--- src/shared/audio_clock_pkg.sv ---
`default_nettype none
package audio_clock_pkg;

	// Register addresses
	localparam logic [6:0] ADDR_CLOCK_SOURCE_SELECT = 7'h08;
	localparam logic [6:0] ADDR_PLAYBACK_CONTROL_ONE = 7'h0F;
	localparam logic [6:0] ADDR_CAPTURE_CONTROL_ONE = 7'h1D;
	localparam int REG_W = 9;

	// Field positions
	localparam int CONV_CLK_LSB = 0;
	localparam int CAP_CLK_LSB = 2;
	localparam int TX_CLK_LSB = 4;
	localparam int MANUAL_BIT = 6;
	localparam int RX2CONV_BIT = 8;
	localparam int CAP_RATIO_LSB = 5;

	// Values after reset
	localparam logic [1:0] CONV_CLK_RST = 2'h0;
	localparam logic [1:0] CAP_CLK_RST = 2'h0;
	localparam logic [1:0] TX_CLK_RST = 2'h1;
	localparam logic MANUAL_RST = 1'b0;
	localparam logic RX2CONV_RST = 1'b0;
	localparam logic [2:0] CAP_RATIO_RST = 3'h2;

	// Routing source codes
	localparam logic [1:0] SRC1_SPDIF_RX = 2'h0;
	localparam logic [1:0] SRC1_PRIMARY_RX = 2'h1;
	localparam logic [1:0] SRC1_SECONDARY_RX = 2'h2;
	localparam logic [1:0] TXSRC_SPDIF_RX = 2'h0;
	localparam logic [1:0] TXSRC_PRIMARY_RX = 2'h1;
	localparam logic [1:0] TXSRC_SECONDARY_RX = 2'h2;
	localparam logic [1:0] TXSRC_CAPTURE = 2'h3;

	// Core clock sources, value is also the pin index in the sampled vector
	typedef enum logic [1:0] {
		SRC_MASTER_PIN = 2'b00,
		SRC_CAPTURE_PIN = 2'b01,
		SRC_SYNTH1 = 2'b10,
		SRC_SYNTH2 = 2'b11
	} clk_src_e;

	// Rate references, frame clocks sit at pin index REF_PIN_BASE + code
	typedef enum logic [2:0] {
		REF_RECOVERED = 3'b000,
		REF_PRIMARY_RX = 3'b001,
		REF_SECONDARY_RX = 3'b010,
		REF_PRIMARY_TX = 3'b011,
		REF_SECONDARY_PORT = 3'b100,
		REF_FIELD = 3'b101
	} ref_sel_e;

	localparam int PIN_COUNT = 9;
	localparam int REF_PIN_BASE = 4;
	localparam int CNT_W = 11;
	localparam logic [CNT_W-1:0] CNT_MAX = 11'h7FF;

	function automatic clk_src_e conv_field_src(input logic [1:0] f);
		case (f)
			2'h1: conv_field_src = SRC_SYNTH1;
			2'h2: conv_field_src = SRC_SYNTH2;
			default: conv_field_src = SRC_MASTER_PIN;
		endcase
	endfunction

	function automatic clk_src_e other_field_src(input logic [1:0] f);
		case (f)
			2'h0: other_field_src = SRC_CAPTURE_PIN;
			2'h1: other_field_src = SRC_SYNTH1;
			2'h2: other_field_src = SRC_SYNTH2;
			default: other_field_src = SRC_MASTER_PIN;
		endcase
	endfunction

	function automatic logic [CNT_W-1:0] ratio_value(input logic [2:0] code);
		case (code)
			3'h0: ratio_value = 11'h080;
			3'h1: ratio_value = 11'h0C0;
			3'h2: ratio_value = 11'h100;
			3'h3: ratio_value = 11'h180;
			3'h4: ratio_value = 11'h200;
			3'h5: ratio_value = 11'h300;
			default: ratio_value = 11'h480;
		endcase
	endfunction

	// Snap a measured core-edges-per-frame count to the nearest ratio
	function automatic logic [2:0] ratio_code(input logic [CNT_W-1:0] cnt);
		if (cnt < 11'h0A0) ratio_code = 3'h0;
		else if (cnt < 11'h0E0) ratio_code = 3'h1;
		else if (cnt < 11'h140) ratio_code = 3'h2;
		else if (cnt < 11'h1C0) ratio_code = 3'h3;
		else if (cnt < 11'h280) ratio_code = 3'h4;
		else if (cnt < 11'h3C0) ratio_code = 3'h5;
		else ratio_code = 3'h6;
	endfunction

endpackage
`default_nettype wire

--- src/rtl/rate_divider.sv ---
`timescale 1ns/100ps
`default_nettype none
module rate_divider (
	input wire logic clk,
	input wire logic rst,
	input wire logic coreRise,
	input wire logic refRise,
	input wire logic useField,
	input wire logic [2:0] fieldCode,
	output logic [2:0] ratioCode_r,
	output logic fsPulse_r
);

	logic [audio_clock_pkg::CNT_W-1:0] measCnt_r;
	logic [audio_clock_pkg::CNT_W-1:0] divCnt_r;
	logic [2:0] pendCode_r;
	logic boundary;

	assign boundary = coreRise &&
		(divCnt_r >= audio_clock_pkg::ratio_value(ratioCode_r) - 11'h001);

	// Core edges per reference frame
	always_ff @(posedge clk) begin
		if (rst) begin
			measCnt_r <= '0;
		end else if (refRise) begin
			measCnt_r <= {10'h000, coreRise};
		end else if (coreRise && measCnt_r != audio_clock_pkg::CNT_MAX) begin
			measCnt_r <= measCnt_r + 11'h001;
		end
	end

	// Measured ratio is latched only on a whole reference frame
	always_ff @(posedge clk) begin
		if (rst) begin
			pendCode_r <= audio_clock_pkg::CAP_RATIO_RST;
		end else if (useField) begin
			pendCode_r <= fieldCode;
		end else if (refRise) begin
			pendCode_r <= audio_clock_pkg::ratio_code(measCnt_r);
		end
	end

	// Divider, new ratio only taken at the wrap so no short period
	always_ff @(posedge clk) begin
		if (rst) begin
			divCnt_r <= '0;
			ratioCode_r <= audio_clock_pkg::CAP_RATIO_RST;
			fsPulse_r <= 1'b0;
		end else begin
			fsPulse_r <= boundary;
			if (boundary) begin
				divCnt_r <= '0;
				ratioCode_r <= pendCode_r;
			end else if (coreRise) begin
				divCnt_r <= divCnt_r + 11'h001;
			end
		end
	end
endmodule // rate_divider
`default_nettype wire

--- src/rtl/audio_clock_rate_select.sv ---
`timescale 1ns/100ps
`default_nettype none
module audio_clock_rate_select (
	input wire logic clk,
	input wire logic rst,
	input wire logic regWrEn,
	input wire logic [6:0] regAddr,
	input wire logic [8:0] regWrData,
	output logic [8:0] regRdData_r,
	input wire logic masterClockPin,
	input wire logic captureMasterClockPin,
	input wire logic firstSynthClock,
	input wire logic secondSynthClock,
	input wire logic recoveredFrameClock,
	input wire logic primaryRxFrameClock,
	input wire logic secondaryRxFrameClock,
	input wire logic primaryTxFrameClock,
	input wire logic secondaryPortFrameClock,
	input wire logic [1:0] converter1SourceSelect,
	input wire logic [1:0] spdifTxSource,
	input wire logic captureToPrimaryTx,
	input wire logic captureToSecondaryTx,
	input wire logic spdifRxEnable,
	output logic [1:0] convClkSel_r,
	output logic [1:0] capClkSel_r,
	output logic [1:0] txClkSel_r,
	output logic convCoreClk_r,
	output logic capCoreClk_r,
	output logic txCoreClk_r,
	output logic spdifRxCoreClk_r,
	output logic [2:0] convRatio,
	output logic [2:0] capRatio,
	output logic [2:0] txRatio,
	output logic convFsPulse,
	output logic capFsPulse,
	output logic txFsPulse,
	output logic conv234PowerDown_r,
	output logic conv234FromPrimary_r
);

	localparam int PC = audio_clock_pkg::PIN_COUNT;

	logic [1:0] convClockSourceField_r;
	logic [1:0] captureClockSourceField_r;
	logic [1:0] transmitClockSourceField_r;
	logic manualClockOverride_r;
	logic receiverToConverterRateMode_r;
	logic [2:0] captureRatioField_r;
	logic [PC-1:0] pinMeta_r;
	logic [PC-1:0] pinSync_r;
	logic [PC-1:0] pinPrev_r;
	logic [PC-1:0] pinRise;
	audio_clock_pkg::clk_src_e convWant;
	audio_clock_pkg::clk_src_e capWant;
	audio_clock_pkg::clk_src_e txWant;
	audio_clock_pkg::ref_sel_e convRef_r;
	audio_clock_pkg::ref_sel_e capRef_r;
	audio_clock_pkg::ref_sel_e txRef_r;
	audio_clock_pkg::ref_sel_e convRefNxt;
	audio_clock_pkg::ref_sel_e capRefNxt;
	audio_clock_pkg::ref_sel_e txRefNxt;

	function automatic logic ref_rise(input logic [PC-1:0] rise,
		input audio_clock_pkg::ref_sel_e r);
		if (r == audio_clock_pkg::REF_FIELD) begin
			ref_rise = 1'b0;
		end else begin
			ref_rise = rise[audio_clock_pkg::REF_PIN_BASE + int'(r)];
		end
	endfunction

	// Register writes
	always_ff @(posedge clk) begin
		if (rst) begin
			convClockSourceField_r <= audio_clock_pkg::CONV_CLK_RST;
			captureClockSourceField_r <= audio_clock_pkg::CAP_CLK_RST;
			transmitClockSourceField_r <= audio_clock_pkg::TX_CLK_RST;
			manualClockOverride_r <= audio_clock_pkg::MANUAL_RST;
		end else if (regWrEn && regAddr == audio_clock_pkg::ADDR_CLOCK_SOURCE_SELECT) begin
			convClockSourceField_r <= regWrData[audio_clock_pkg::CONV_CLK_LSB +: 2];
			captureClockSourceField_r <= regWrData[audio_clock_pkg::CAP_CLK_LSB +: 2];
			transmitClockSourceField_r <= regWrData[audio_clock_pkg::TX_CLK_LSB +: 2];
			manualClockOverride_r <= regWrData[audio_clock_pkg::MANUAL_BIT];
		end
	end

	always_ff @(posedge clk) begin
		if (rst) begin
			receiverToConverterRateMode_r <= audio_clock_pkg::RX2CONV_RST;
		end else if (regWrEn && regAddr == audio_clock_pkg::ADDR_PLAYBACK_CONTROL_ONE) begin
			receiverToConverterRateMode_r <= regWrData[audio_clock_pkg::RX2CONV_BIT];
		end
	end

	always_ff @(posedge clk) begin
		if (rst) begin
			captureRatioField_r <= audio_clock_pkg::CAP_RATIO_RST;
		end else if (regWrEn && regAddr == audio_clock_pkg::ADDR_CAPTURE_CONTROL_ONE) begin
			captureRatioField_r <= regWrData[audio_clock_pkg::CAP_RATIO_LSB +: 3];
		end
	end

	// Readback; bits owned by other blocks read as zero
	always_ff @(posedge clk) begin
		if (rst) begin
			regRdData_r <= '0;
		end else begin
			regRdData_r <= '0;
			case (regAddr)
				audio_clock_pkg::ADDR_CLOCK_SOURCE_SELECT: begin
					regRdData_r[audio_clock_pkg::CONV_CLK_LSB +: 2] <= convClockSourceField_r;
					regRdData_r[audio_clock_pkg::CAP_CLK_LSB +: 2] <= captureClockSourceField_r;
					regRdData_r[audio_clock_pkg::TX_CLK_LSB +: 2] <= transmitClockSourceField_r;
					regRdData_r[audio_clock_pkg::MANUAL_BIT] <= manualClockOverride_r;
				end
				audio_clock_pkg::ADDR_PLAYBACK_CONTROL_ONE: begin
					regRdData_r[audio_clock_pkg::RX2CONV_BIT] <= receiverToConverterRateMode_r;
				end
				audio_clock_pkg::ADDR_CAPTURE_CONTROL_ONE: begin
					regRdData_r[audio_clock_pkg::CAP_RATIO_LSB +: 3] <= captureRatioField_r;
				end
				default: begin
				end
			endcase
		end
	end

	// Clock pins are sampled, not used as clocks; they must run well below clk/2
	always_ff @(posedge clk) begin
		if (rst) begin
			pinMeta_r <= '0;
			pinSync_r <= '0;
			pinPrev_r <= '0;
		end else begin
			pinMeta_r <= {secondaryPortFrameClock, primaryTxFrameClock, secondaryRxFrameClock,
				primaryRxFrameClock, recoveredFrameClock, secondSynthClock, firstSynthClock,
				captureMasterClockPin, masterClockPin};
			pinSync_r <= pinMeta_r;
			pinPrev_r <= pinSync_r;
		end
	end

	assign pinRise = pinSync_r & ~pinPrev_r;

	// Automatic clock selection
	always_comb begin
		convWant = audio_clock_pkg::conv_field_src(convClockSourceField_r);
		capWant = audio_clock_pkg::other_field_src(captureClockSourceField_r);
		txWant = audio_clock_pkg::other_field_src(transmitClockSourceField_r);
		if (!manualClockOverride_r) begin
			if (spdifRxEnable) begin
				convWant = audio_clock_pkg::SRC_MASTER_PIN;
				if (capWant[1]) begin
					capWant = audio_clock_pkg::SRC_CAPTURE_PIN;
				end
				if (txWant[1]) begin
					txWant = audio_clock_pkg::SRC_CAPTURE_PIN;
				end
			end
			if (spdifTxSource == audio_clock_pkg::TXSRC_SPDIF_RX) begin
				txWant = audio_clock_pkg::SRC_SYNTH1;
			end
		end
	end

	// Rate references from routing
	always_comb begin
		case (converter1SourceSelect)
			audio_clock_pkg::SRC1_PRIMARY_RX: convRefNxt = audio_clock_pkg::REF_PRIMARY_RX;
			audio_clock_pkg::SRC1_SECONDARY_RX: convRefNxt = audio_clock_pkg::REF_SECONDARY_RX;
			audio_clock_pkg::SRC1_SPDIF_RX: convRefNxt = receiverToConverterRateMode_r ?
				audio_clock_pkg::REF_PRIMARY_RX : audio_clock_pkg::REF_RECOVERED;
			default: convRefNxt = audio_clock_pkg::REF_PRIMARY_RX;
		endcase
		if (captureToPrimaryTx) begin
			capRefNxt = audio_clock_pkg::REF_PRIMARY_TX;
		end else if (captureToSecondaryTx) begin
			capRefNxt = audio_clock_pkg::REF_SECONDARY_PORT;
		end else begin
			capRefNxt = audio_clock_pkg::REF_FIELD;
		end
		case (spdifTxSource)
			audio_clock_pkg::TXSRC_SPDIF_RX: txRefNxt = audio_clock_pkg::REF_RECOVERED;
			audio_clock_pkg::TXSRC_PRIMARY_RX: txRefNxt = audio_clock_pkg::REF_PRIMARY_RX;
			audio_clock_pkg::TXSRC_SECONDARY_RX: txRefNxt = audio_clock_pkg::REF_SECONDARY_RX;
			default: txRefNxt = captureToPrimaryTx ?
				audio_clock_pkg::REF_PRIMARY_TX : audio_clock_pkg::REF_FIELD;
		endcase
	end

	always_ff @(posedge clk) begin
		if (rst) begin
			convRef_r <= audio_clock_pkg::REF_RECOVERED;
			capRef_r <= audio_clock_pkg::REF_FIELD;
			txRef_r <= audio_clock_pkg::REF_RECOVERED;
		end else begin
			convRef_r <= convRefNxt;
			capRef_r <= capRefNxt;
			txRef_r <= txRefNxt;
		end
	end

	// Power and data steering of converters 2-4
	always_ff @(posedge clk) begin
		if (rst) begin
			conv234PowerDown_r <= 1'b0;
			conv234FromPrimary_r <= 1'b0;
		end else begin
			conv234PowerDown_r <= converter1SourceSelect == audio_clock_pkg::SRC1_SPDIF_RX &&
				!receiverToConverterRateMode_r;
			conv234FromPrimary_r <= converter1SourceSelect == audio_clock_pkg::SRC1_SPDIF_RX &&
				receiverToConverterRateMode_r;
		end
	end

	// Mux selects switch only at the path's own frame wrap
	always_ff @(posedge clk) begin
		if (rst) begin
			convClkSel_r <= audio_clock_pkg::conv_field_src(audio_clock_pkg::CONV_CLK_RST);
			capClkSel_r <= audio_clock_pkg::other_field_src(audio_clock_pkg::CAP_CLK_RST);
			txClkSel_r <= audio_clock_pkg::other_field_src(audio_clock_pkg::TX_CLK_RST);
		end else begin
			if (convFsPulse) begin
				convClkSel_r <= convWant;
			end
			if (capFsPulse) begin
				capClkSel_r <= capWant;
			end
			if (txFsPulse) begin
				txClkSel_r <= txWant;
			end
		end
	end

	// Selected core clocks as sampled levels
	always_ff @(posedge clk) begin
		if (rst) begin
			convCoreClk_r <= 1'b0;
			capCoreClk_r <= 1'b0;
			txCoreClk_r <= 1'b0;
			spdifRxCoreClk_r <= 1'b0;
		end else begin
			convCoreClk_r <= pinSync_r[convClkSel_r];
			capCoreClk_r <= pinSync_r[capClkSel_r];
			txCoreClk_r <= pinSync_r[txClkSel_r];
			spdifRxCoreClk_r <= spdifRxEnable && pinSync_r[audio_clock_pkg::SRC_SYNTH1];
		end
	end

	rate_divider convRate (
		.clk(clk),
		.rst(rst),
		.coreRise(pinRise[convClkSel_r]),
		.refRise(ref_rise(pinRise, convRef_r)),
		.useField(1'b0),
		.fieldCode(captureRatioField_r),
		.ratioCode_r(convRatio),
		.fsPulse_r(convFsPulse)
	);

	rate_divider capRate (
		.clk(clk),
		.rst(rst),
		.coreRise(pinRise[capClkSel_r]),
		.refRise(ref_rise(pinRise, capRef_r)),
		.useField(capRef_r == audio_clock_pkg::REF_FIELD),
		.fieldCode(captureRatioField_r),
		.ratioCode_r(capRatio),
		.fsPulse_r(capFsPulse)
	);

	rate_divider txRate (
		.clk(clk),
		.rst(rst),
		.coreRise(pinRise[txClkSel_r]),
		.refRise(ref_rise(pinRise, txRef_r)),
		.useField(txRef_r == audio_clock_pkg::REF_FIELD),
		.fieldCode(captureRatioField_r),
		.ratioCode_r(txRatio),
		.fsPulse_r(txFsPulse)
	);
endmodule // audio_clock_rate_select
`default_nettype wire

--- config.mk ---
export PLATFORM = sky130hd
export DESIGN_NAME = audio_clock_rate_select
export DESIGN_NICKNAME = d
export VERILOG_FILES = /design/src/shared/audio_clock_pkg.sv /design/src/rtl/rate_divider.sv /design/src/rtl/audio_clock_rate_select.sv
export SDC_FILE = /design/constraint.sdc
export NUM_CORES = 1
export LEC_CHECK = 0
export BUFFER_PORTS_ARGS = -buffer_cell sky130_fd_sc_hd__buf_2
export CORE_UTILIZATION = 51
export DETAILED_ROUTE_END_ITERATION = 10
export GPL_TIMING_DRIVEN = 0
export PLACE_DENSITY_LB_ADDON = 0.12
export SLEW_MARGIN = 20
export SYNTH_ARGS = -nofsm -noshare
export SYNTH_HDL_FRONTEND = slang
export SYNTH_HIERARCHICAL = 1
export SYNTH_SLANG_ARGS = --single-unit
--- constraint.sdc ---
create_clock -name clk -period 5.5 [get_ports clk]
set_clock_uncertainty 0.15 [all_clocks]
set_input_delay 0.275 -clock clk [delete_from_list [all_inputs] [get_ports clk]]
set_output_delay 0.275 -clock clk [all_outputs]
set_load 0.02 [all_outputs]
==> results.txt, run 1 <==
The flow ran to the end, and the final reports show no timing, DRC or antenna violations. Before antenna repair, the detailed router went through 5 iterations. Counting the buffers created by CTS gives 17. The total number of vias came out at 6310. Of the synthesized area, sequential elements account for 41.2%. Setup repair after global routing left no endpoint under its margin. Fill cells in the final layout number 1215. The area growth from synthesis to layout is 18.9%. The run gives 0 as the total of cells resized after clock tree synthesis. Dividing the detail-routed wire length by the instance count gives 14.9 um.

The die covers 15200 um^2. The most critical setup path has its startpoint at convRate/ratioCode_r[2]. The reg-to-reg critical path startpoint was convRate/ratioCode_r[2]. The tools report the final count of pins violating max slew as 0. The commonest cells after synthesis are 154 x sky130_fd_sc_hd__dfxtp_1, 87 x sky130_fd_sc_hd__nor2_1, 57 x sky130_fd_sc_hd__nand2_1. Broken down by cell family, the worst path's largest delay share belongs to simple AND/OR/NAND/NOR gates. No sink is reached through more buffers than the 2 on the longest clock path. The static leakage power is 3.63 nW, and the fraction of post-synthesis cell area in the top cell type by area is 41.2%. Counting I/O delays and the setup requirement, the final critical path takes 2.88 ns. The count of buffers inserted at the top-level ports was 67; the number of post-CTS setup repair buffers was 0.

Walking the worst path, the cells encountered are or3b_2 -> ha_1 -> nor2_1 -> a21oi_1 -> ha_1 -> nand3_1 -> or3_1 -> o211ai_1 -> buf_2 -> nor2_1. For this block, the initial DRC count from the detailed router was 439. The peak supply drop is 0.250 mV, and the proportion of register bits with asynchronous set or reset after synthesis is 0%. STA puts the critical path data arrival time at 3.03 ns.

TritonCTS built the clock tree. The number of failing hold endpoints at the final stage is 0. In the post-synthesis netlist, the cell with the most instances is sky130_fd_sc_hd__dfxtp_1. Hold is met by 0.00548 ns. The routed via count divided by cell count was 5.57; the overall routing resource usage was 23.7%.

Number of top-level pins: 68. Maximum number of pins on one net before global-route repair: 17. The slowest stage of the critical path belongs to the cell sky130_fd_sc_hd__or3b_2.

For the reported max-cap violation count, the log shows 0. Measured on the finished design, the core utilization comes to 63.1%. The worst endpoint required time is 5.65 ns, and the met2 layer wire length in the routed design is 7.84 mm. The startpoint of the lowest-slack hold path was regWrData[5]. For flop-to-flop paths, the worst setup slack is 2.62 ns. Of all nets on the critical path, the largest fanout is 10. Measured against its own limit, the worst slew margin works out to 60.6%. The most used flip-flop cell after synthesis is sky130_fd_sc_hd__dfxtp_1. In the final layout, the share of cells above drive strength 1 is 16.2%. The final net count was 1007; the total of warnings raised by yosys was 6.

The height of the die came out at 123 um. For the pin with the worst max-slew slack, the measured transition is 0.587 ns. The cell area that synthesis handed to floorplanning was 7480 um^2. The run gives 12.3 mm as the post-detailed-placement half-perimeter wirelength. The largest single stage delay on the critical path is 0.51 ns. The die is 123 um wide. In the final routing, the length of wire on met1 measures 8.21 mm. The final clock period utilization by the worst path works out to 52.3%. The run gives 43 as the total number of placement rows. The number of antenna diodes in the final layout is 0. For the placer's final routability congestion estimate, the log shows 0.823. The number of enable-type register cells in the synthesized netlist was 0; the total wire length after detailed routing was 16.9 mm. The top layer used by detailed routing was met4. The worst path buffer plus inverter count was 1; the total negative slack for setup checks was 0 ns. For the number of standard cells after synthesis, the log shows 825.

The post-synthesis register bit count came out at 154. The setup path with the least slack is of type reg2reg. For this design the ratio of total power to cell area is 274 nW/um^2. Sort of element at the start of the critical path: a flop. In the routed design, unresolved DRC markers number 0. The path category of the worst min-delay check was in2reg. For this design, the sink count on the clock tree is 154. Ranked by total cell area, the synthesized netlist is headed by sky130_fd_sc_hd__dfxtp_1 41%, sky130_fd_sc_hd__ha_1 5.2%, sky130_fd_sc_hd__nor2_1 4.4%.

Summed over all nets, wire length on met3 after detailed routing comes to 676 um. Setup violations remaining at the end of the flow were counted as 0. The first global-routing pass estimated 28.1 mm of wire. For the initial antenna violation count, the log shows 0. The tree is rooted in a sky130_fd_sc_hd__clkbuf_16.

The total area inside the core boundary comes to 14100 um^2. The overall power was 2.43 mW. Based on the critical path, the design can be clocked at up to 348 MHz. Summed over all layers, the global routing overflow is 0. The number of hold-repair buffers added at the cts stage was 25; the via count of the first global-routing pass was 5935.

Counting distinct cell types in the post-synthesis netlist gives 70. The run gives 0.42 ns as the insertion delay of the later-clocked pin in the worst-skew pair. Summed over all instances, the cell type with the most area after synthesis is sky130_fd_sc_hd__dfxtp_1. The H-tree generated during clock tree synthesis spans 4 levels.

The number of nets with antenna violations after detailed routing is 0, and the clock transition at the registers of the reported paths is 0.06 ns. The initial standard-cell utilization of the core came out at 53.1%. Critical path capture point type: a flop.

Each instance of the synthesized netlist takes up on average 9.06 um^2.
-- through the flow --
stage / setup WS [ns] / std cells / area, um^2
6_report: 2.62 / 1133 / 8890
3_5_place_dp: 2.62 / 1077 / 8060
5_1_grt: 2.41 / 1133 / 8890
2_1_floorplan: 2.72 / 830 / 7500
4_1_cts: 2.62 / 1133 / 8890
3_3_place_gp: 2.67 / 1077 / 8060
-- cell type report --
class                           count  area [um^2]  area share (%)
Multi-Input combinational cell    615         4130            46.4
Buffer                             33          180            2.03
Tap cell                          180          225            2.53
Timing Repair Buffer               92          586            6.58
Sequential cell                   154         3080            34.7
Clock buffer                       21          470            5.29
Clock inverter                     10          115            1.29
Inverter                           28          105            1.18
-- kinds of logic (layout without fill, tap and decap cells) --
kind of cell	Yosys count	after routing	synth area share [%]
buffers and inverters	61	184	3.81
AND/OR/NAND/NOR	369	369	27.5
flip-flops	154	154	41.2
AO/OA/AOI/OAI	139	139	12.5
other	1	6	0.0501
multiplexers	33	33	5.42
adder cells (fa/ha/maj)	31	31	5.19
XOR/XNOR	37	37	4.33
-- worst reg2reg max path: cells and delay by family (launching register included) --
family,cells,cell delay (ns)
adders and majority gates,2,0.55
DFF,1,0.37
and+or+nand+nor,5,1.19
buffers and inverters,1,0.25
AOI/OAI and AO/OA,2,0.26
-- worst paths after layout --
check | end | cells past startpoint
worst max-delay path | convRate/divCnt_r[10] | 10
worst min-delay path | transmitClockSourceField_r[1] | 3
worst max register to register | convRate/divCnt_r[10] | 10
worst min register to register | pinSync_r[1] | 1
-- sequential cells by signal (all words and copies together), names as in the netlist, 9 cells and up --
| name | flops |
|---|---|
| convRate/measCnt_r | 11 |
| regRdData_r | 9 |
| pinMeta_r | 9 |
| pinPrev_r | 9 |
| capRate/divCnt_r | 11 |
| capRate/measCnt_r | 11 |
| txRate/divCnt_r | 11 |
| txRate/measCnt_r | 11 |
| pinSync_r | 9 |
| convRate/divCnt_r | 11 |
-- cells in the final DEF (no fill, tap or decap), types with 4 or more instances in the layout --
| master | Yosys | layout |
|---|---|---|
| sky130_fd_sc_hd__a21oi_1 | 42 | 42 |
| sky130_fd_sc_hd__mux2i_1 | 27 | 27 |
| sky130_fd_sc_hd__a31o_2 | 4 | 4 |
| sky130_fd_sc_hd__nand3_1 | 22 | 22 |
| sky130_fd_sc_hd__buf_2 | 12 | 79 |
| sky130_fd_sc_hd__inv_1 | 28 | 28 |
| sky130_fd_sc_hd__xnor2_1 | 14 | 14 |
| sky130_fd_sc_hd__nand2_1 | 57 | 57 |
| sky130_fd_sc_hd__ha_1 | 31 | 31 |
| sky130_fd_sc_hd__nor2_1 | 87 | 87 |
| sky130_fd_sc_hd__nor2b_1 | 51 | 51 |
| sky130_fd_sc_hd__buf_6 | 4 | 4 |
| sky130_fd_sc_hd__dlygate4sd3_1 | 0 | 25 |
| sky130_fd_sc_hd__clkbuf_16 | 0 | 17 |
| sky130_fd_sc_hd__xor2_1 | 23 | 23 |
| sky130_fd_sc_hd__dfxtp_1 | 154 | 154 |
| sky130_fd_sc_hd__mux4_2 | 6 | 6 |
| sky130_fd_sc_hd__a31oi_1 | 10 | 10 |
| sky130_fd_sc_hd__nor4_1 | 5 | 5 |
| sky130_fd_sc_hd__o211ai_1 | 8 | 8 |
| sky130_fd_sc_hd__nor3_1 | 13 | 13 |
| sky130_fd_sc_hd__nand4_1 | 24 | 24 |
| sky130_fd_sc_hd__o31ai_1 | 9 | 9 |
| sky130_fd_sc_hd__and3_2 | 4 | 4 |
| sky130_fd_sc_hd__nand3b_1 | 7 | 7 |
| sky130_fd_sc_hd__nand2b_1 | 25 | 25 |
| sky130_fd_sc_hd__o21ai_0 | 17 | 17 |
| sky130_fd_sc_hd__clkbuf_1 | 11 | 12 |
| sky130_fd_sc_hd__conb_1 | 1 | 6 |
| sky130_fd_sc_hd__a211oi_1 | 13 | 13 |
| sky130_fd_sc_hd__and2_1 | 10 | 10 |
| sky130_fd_sc_hd__or4_1 | 6 | 6 |
| sky130_fd_sc_hd__and3_1 | 20 | 20 |
| sky130_fd_sc_hd__or3_1 | 7 | 7 |
-- power breakdown --
group	leakage [nW]	total (mW)	switching, mW	internal, mW
clock	0.282	1.16	0.456	0.702
sequential	1.25	1.15	0.0135	1.13
combinational	2.10	0.128	0.0712	0.0568
total	3.63	2.43	0.541	1.89
-- routing by layer --
metal | up-vias | global-route usage, %
li1 | 3155 | -
met1 | 2987 | 32.3
met2 | 151 | 37.9
met3 | 17 | 4.66
met4 | 0 | 7.30
met5 | - | 0
(Power assumes the default switching activity.)
==> run 2: changes to the inputs <==
==> constraint.sdc (replaced) <==
create_clock -name clk -period 3 [get_ports clk]
set_clock_uncertainty 0.15 [all_clocks]
set_input_delay 0.15 -clock clk [delete_from_list [all_inputs] [get_ports clk]]
set_output_delay 0.15 -clock clk [all_outputs]
set_load 0.02 [all_outputs]
==> run 2 against run 1 <==
Net effect:
- via count grew 0.98%
- non-clock buffer count grew 18
- cell count is 1.6% higher
- combinational power rose by 95%
- global-route usage rose by 0.43 points
- sequential cell count unchanged
- die area is the same
- fmax up 1.1%
- worst setup slack got worse by 2.5 ns
- sequential power is 83% higher
- routed wire length increased by 2.7%
- register-to-register slack worse by 2.5 ns
==> results.txt, run 2 (synthesized netlist as in run 1, its figures left out) <==
The flow ran to the end, and the final reports show no timing, DRC or antenna violations. The routed via count divided by cell count was 5.54 (-0.60%). The run gives 0 (unchanged) as the number of failing hold endpoints at the final stage.

The arrival time at the worst endpoint was 3.00 ns (-0.03 ns); the post-route minimum period was 2.84 ns (-0.0311 ns). The tools report the placer's final routability congestion estimate as 0.823 (unchanged). The tools report the number of filler cells placed in the layout as 1193 (-1.8%). The post-layout worst setup margin was 0.155 ns (-2.47 ns).

The fraction of layout instances using a drive strength above 1 is 16.6% (+0.42 points), and the post-detailed-placement half-perimeter wirelength is 12.3 mm (unchanged). The clock transition at the registers of the reported paths came out at 0.06 ns (about the same). TritonCTS built the clock tree. The run gives 43 (unchanged) as the total number of placement rows. The number of H-tree branching levels is 4 (unchanged). The height of the die works out to 123 um (unchanged).

For the die outline area, the log shows 15200 um^2 (unchanged). The logs give 24.2% (+0.43 points) for the overall routing resource usage and 0 (unchanged) for the final count of pins violating max slew. Traced cell by cell, the critical path runs through or3b_2 -> ha_1 -> nor2_1 -> a21oi_1 -> ha_1 -> nand3_1 -> or3_1 -> o211ai_1 -> buf_2 -> nor2_1. The run gives 154 (unchanged) as the total number of clock tree sinks.

The library cell used most frequently in the layout, excluding fill and tap cells, is sky130_fd_sc_hd__dfxtp_1. The final clock period utilization by the worst path works out to 94.8% (+43 points). The actual slew at the worst max-slew pin was 0.594 ns (+0.00654 ns). The tools report the total wire length after detailed routing as 17.4 mm (+2.7%).

The tools report the maximum frequency from static timing analysis as 352 MHz (+1.1%). The worst hold path begins at regAddr[4]. The tools report the global-route congestion overflow total as 0 (unchanged).

The logs give 14100 um^2 (unchanged) for the area of the core and 28.6 mm (+1.8%) for the wire length of the first global-routing pass. The insertion delay of the later-clocked pin in the worst-skew pair was 0.42 ns (about the same). The worst setup timing slack at the placement stage is 0.125 ns (-2.50 ns), and the static leakage power is 3.70 nW (+2.0%). The count of buffers inserted at the top-level ports was 67 (unchanged); the reported max-cap violation count was 0 (unchanged).

Longest individual stage delay on the worst path: 0.48 ns (-0.03 ns). The die outline width was 123 um (unchanged); the peak supply drop was 0.458 mV (+83%). Critical path class: reg2reg. The number of top-level pins is 68 (unchanged), and the power per cell area is 493 nW/um^2 (+80%). The area added between synthesis and finish was 21.4%; the via count of the first global-routing pass was 6067 (+2.2%).

The run gives 6372 (+0.98%) as the total number of vias. The number of nets with antenna violations after detailed routing was 0 (unchanged). The final routed DRC violation total is 0 (unchanged). For the count of final setup violators, the log shows 0 (unchanged). Setup repair after global routing left no endpoint under its margin. The path class of the tightest hold or removal check is in2reg. The critical path starts at capRate/ratioCode_r[0]. The clock root buffer is sky130_fd_sc_hd__clkbuf_16. The slowest stage of the critical path is the sky130_fd_sc_hd__or3b_2 cell.

The cell family contributing the most delay on the critical path is simple AND/OR/NAND/NOR gates. The mean routed wirelength per cell works out to 15.1 um (+1.1%). Leaving out fill and tap cells, the most frequent cells in the layout are 151 x sky130_fd_sc_hd__dfxtp_1, 87 x sky130_fd_sc_hd__nor2_1, 78 x sky130_fd_sc_hd__buf_2. The worst endpoint required time came out at 3.16 ns (-2.49 ns). The number of search-and-repair iterations in the first detailed-routing pass is 5 (unchanged). For the initial antenna violation count, the log shows 0 (unchanged). The logs give 17 (unchanged) for the number of buffers created by CTS and 4.48 mW (+84%) for the overall power. The largest fanout on the critical path is 10 (unchanged), and the antenna diode count is 0 (unchanged). Reg-to-reg critical path startpoint: capRate/ratioCode_r[0]. STA classifies the critical path endpoint as a flop.

Worst path buffer plus inverter count: 1 (unchanged). The tools report the total negative slack for setup checks as 0 ns (unchanged). The logs give 53.1% (unchanged) for the initial standard-cell utilization of the core and 1025 (+1.8%) for the final net count. The run gives 17 (unchanged) as the maximum number of pins on one net before global-route repair. The tools report the number of design-rule violations left by the first detailed-router iteration as 450 (+2.5%).

The tools report the maximum clock insertion buffer count as 2 (unchanged). The worst setup path is launched from a flop. The tightest slew margin relative to the limit was 60.4% (-0.22 points).
-- run 2: cell count changes in the layout (fill, tap and decap cells not counted), sizes merged --
cell         change
buf              +2
dlygate4sd3     +16
-- run 2: timing repair --
action                                  4_1_cts  5_1_grt
buffers inserted                              0        1
endpoints found under the hold margin        36        0
hold buffers                                 41        0
endpoints found under the setup margin        0       20
gates resized for setup                       0       10
-- run 2: path summary, 6_finish.rpt --
kind,end,slack [ns],depth (start not counted)
max,capRate/divCnt_r[5],0.16,10
min,regRdData_r[6],0.08,4
min reg2reg,pinSync_r[1],0.29,1
max reg2reg,capRate/divCnt_r[5],0.16,10
-- run 2: cell type report --
cell class                      count  area (um^2)  share of cell area (%)
Buffer                             33          185                    2.04
Clock buffer                       21          470                    5.18
Clock inverter                     10          115                    1.27
Inverter                           28          105                    1.16
Multi-Input combinational cell    615         4140                    45.5
Sequential cell                   154         3090                    34.0
Tap cell                          180          225                    2.48
Timing Repair Buffer              110          758                    8.35
-- run 2: worst reg2reg max path: stages, from the launching register on --
cell	delay, ns
sky130_fd_sc_hd__dfxtp_1	0.39
sky130_fd_sc_hd__or3b_2	0.48
sky130_fd_sc_hd__ha_1	0.26
sky130_fd_sc_hd__nor2_1	0.11
sky130_fd_sc_hd__a21oi_1	0.05
sky130_fd_sc_hd__ha_1	0.29
sky130_fd_sc_hd__nand3_1	0.09
sky130_fd_sc_hd__or3_1	0.38
sky130_fd_sc_hd__o211ai_1	0.21
sky130_fd_sc_hd__buf_2	0.24
sky130_fd_sc_hd__nor2_1	0.07
-- run 2: per-stage QoR --
step	util [%]	cells	area [um^2]	hold WS (ns)
after floorplan	-	830	7500	0.0619
after global placement	57.2	1077	8060	0.195
after detailed placement	57.2	1077	8060	0.189
after CTS	64.2	1149	9050	0.0575
after global routing	64.4	1151	9080	0.103
final	64.4	1151	9080	0.0832
-- run 2: per-layer routing --
layer	track usage [%]	wire [um]	up-vias
li1	-	-	3196
met4	7.30	201	0
met3	4.66	667	16
met5	0	0	-
met1	32.7	8470	3011
met2	39.0	8050	149
-- run 2: power breakdown --
| group | internal, mW | leakage, nW | total [mW] | switching, mW |
|---|---|---|---|---|
| Clock | 1.29 | 0.282 | 2.13 | 0.841 |
| Sequential | 2.08 | 1.25 | 2.10 | 0.0246 |
| Combinational | 0.115 | 2.17 | 0.250 | 0.135 |
| Total | 3.48 | 3.70 | 4.48 | 1.00 |
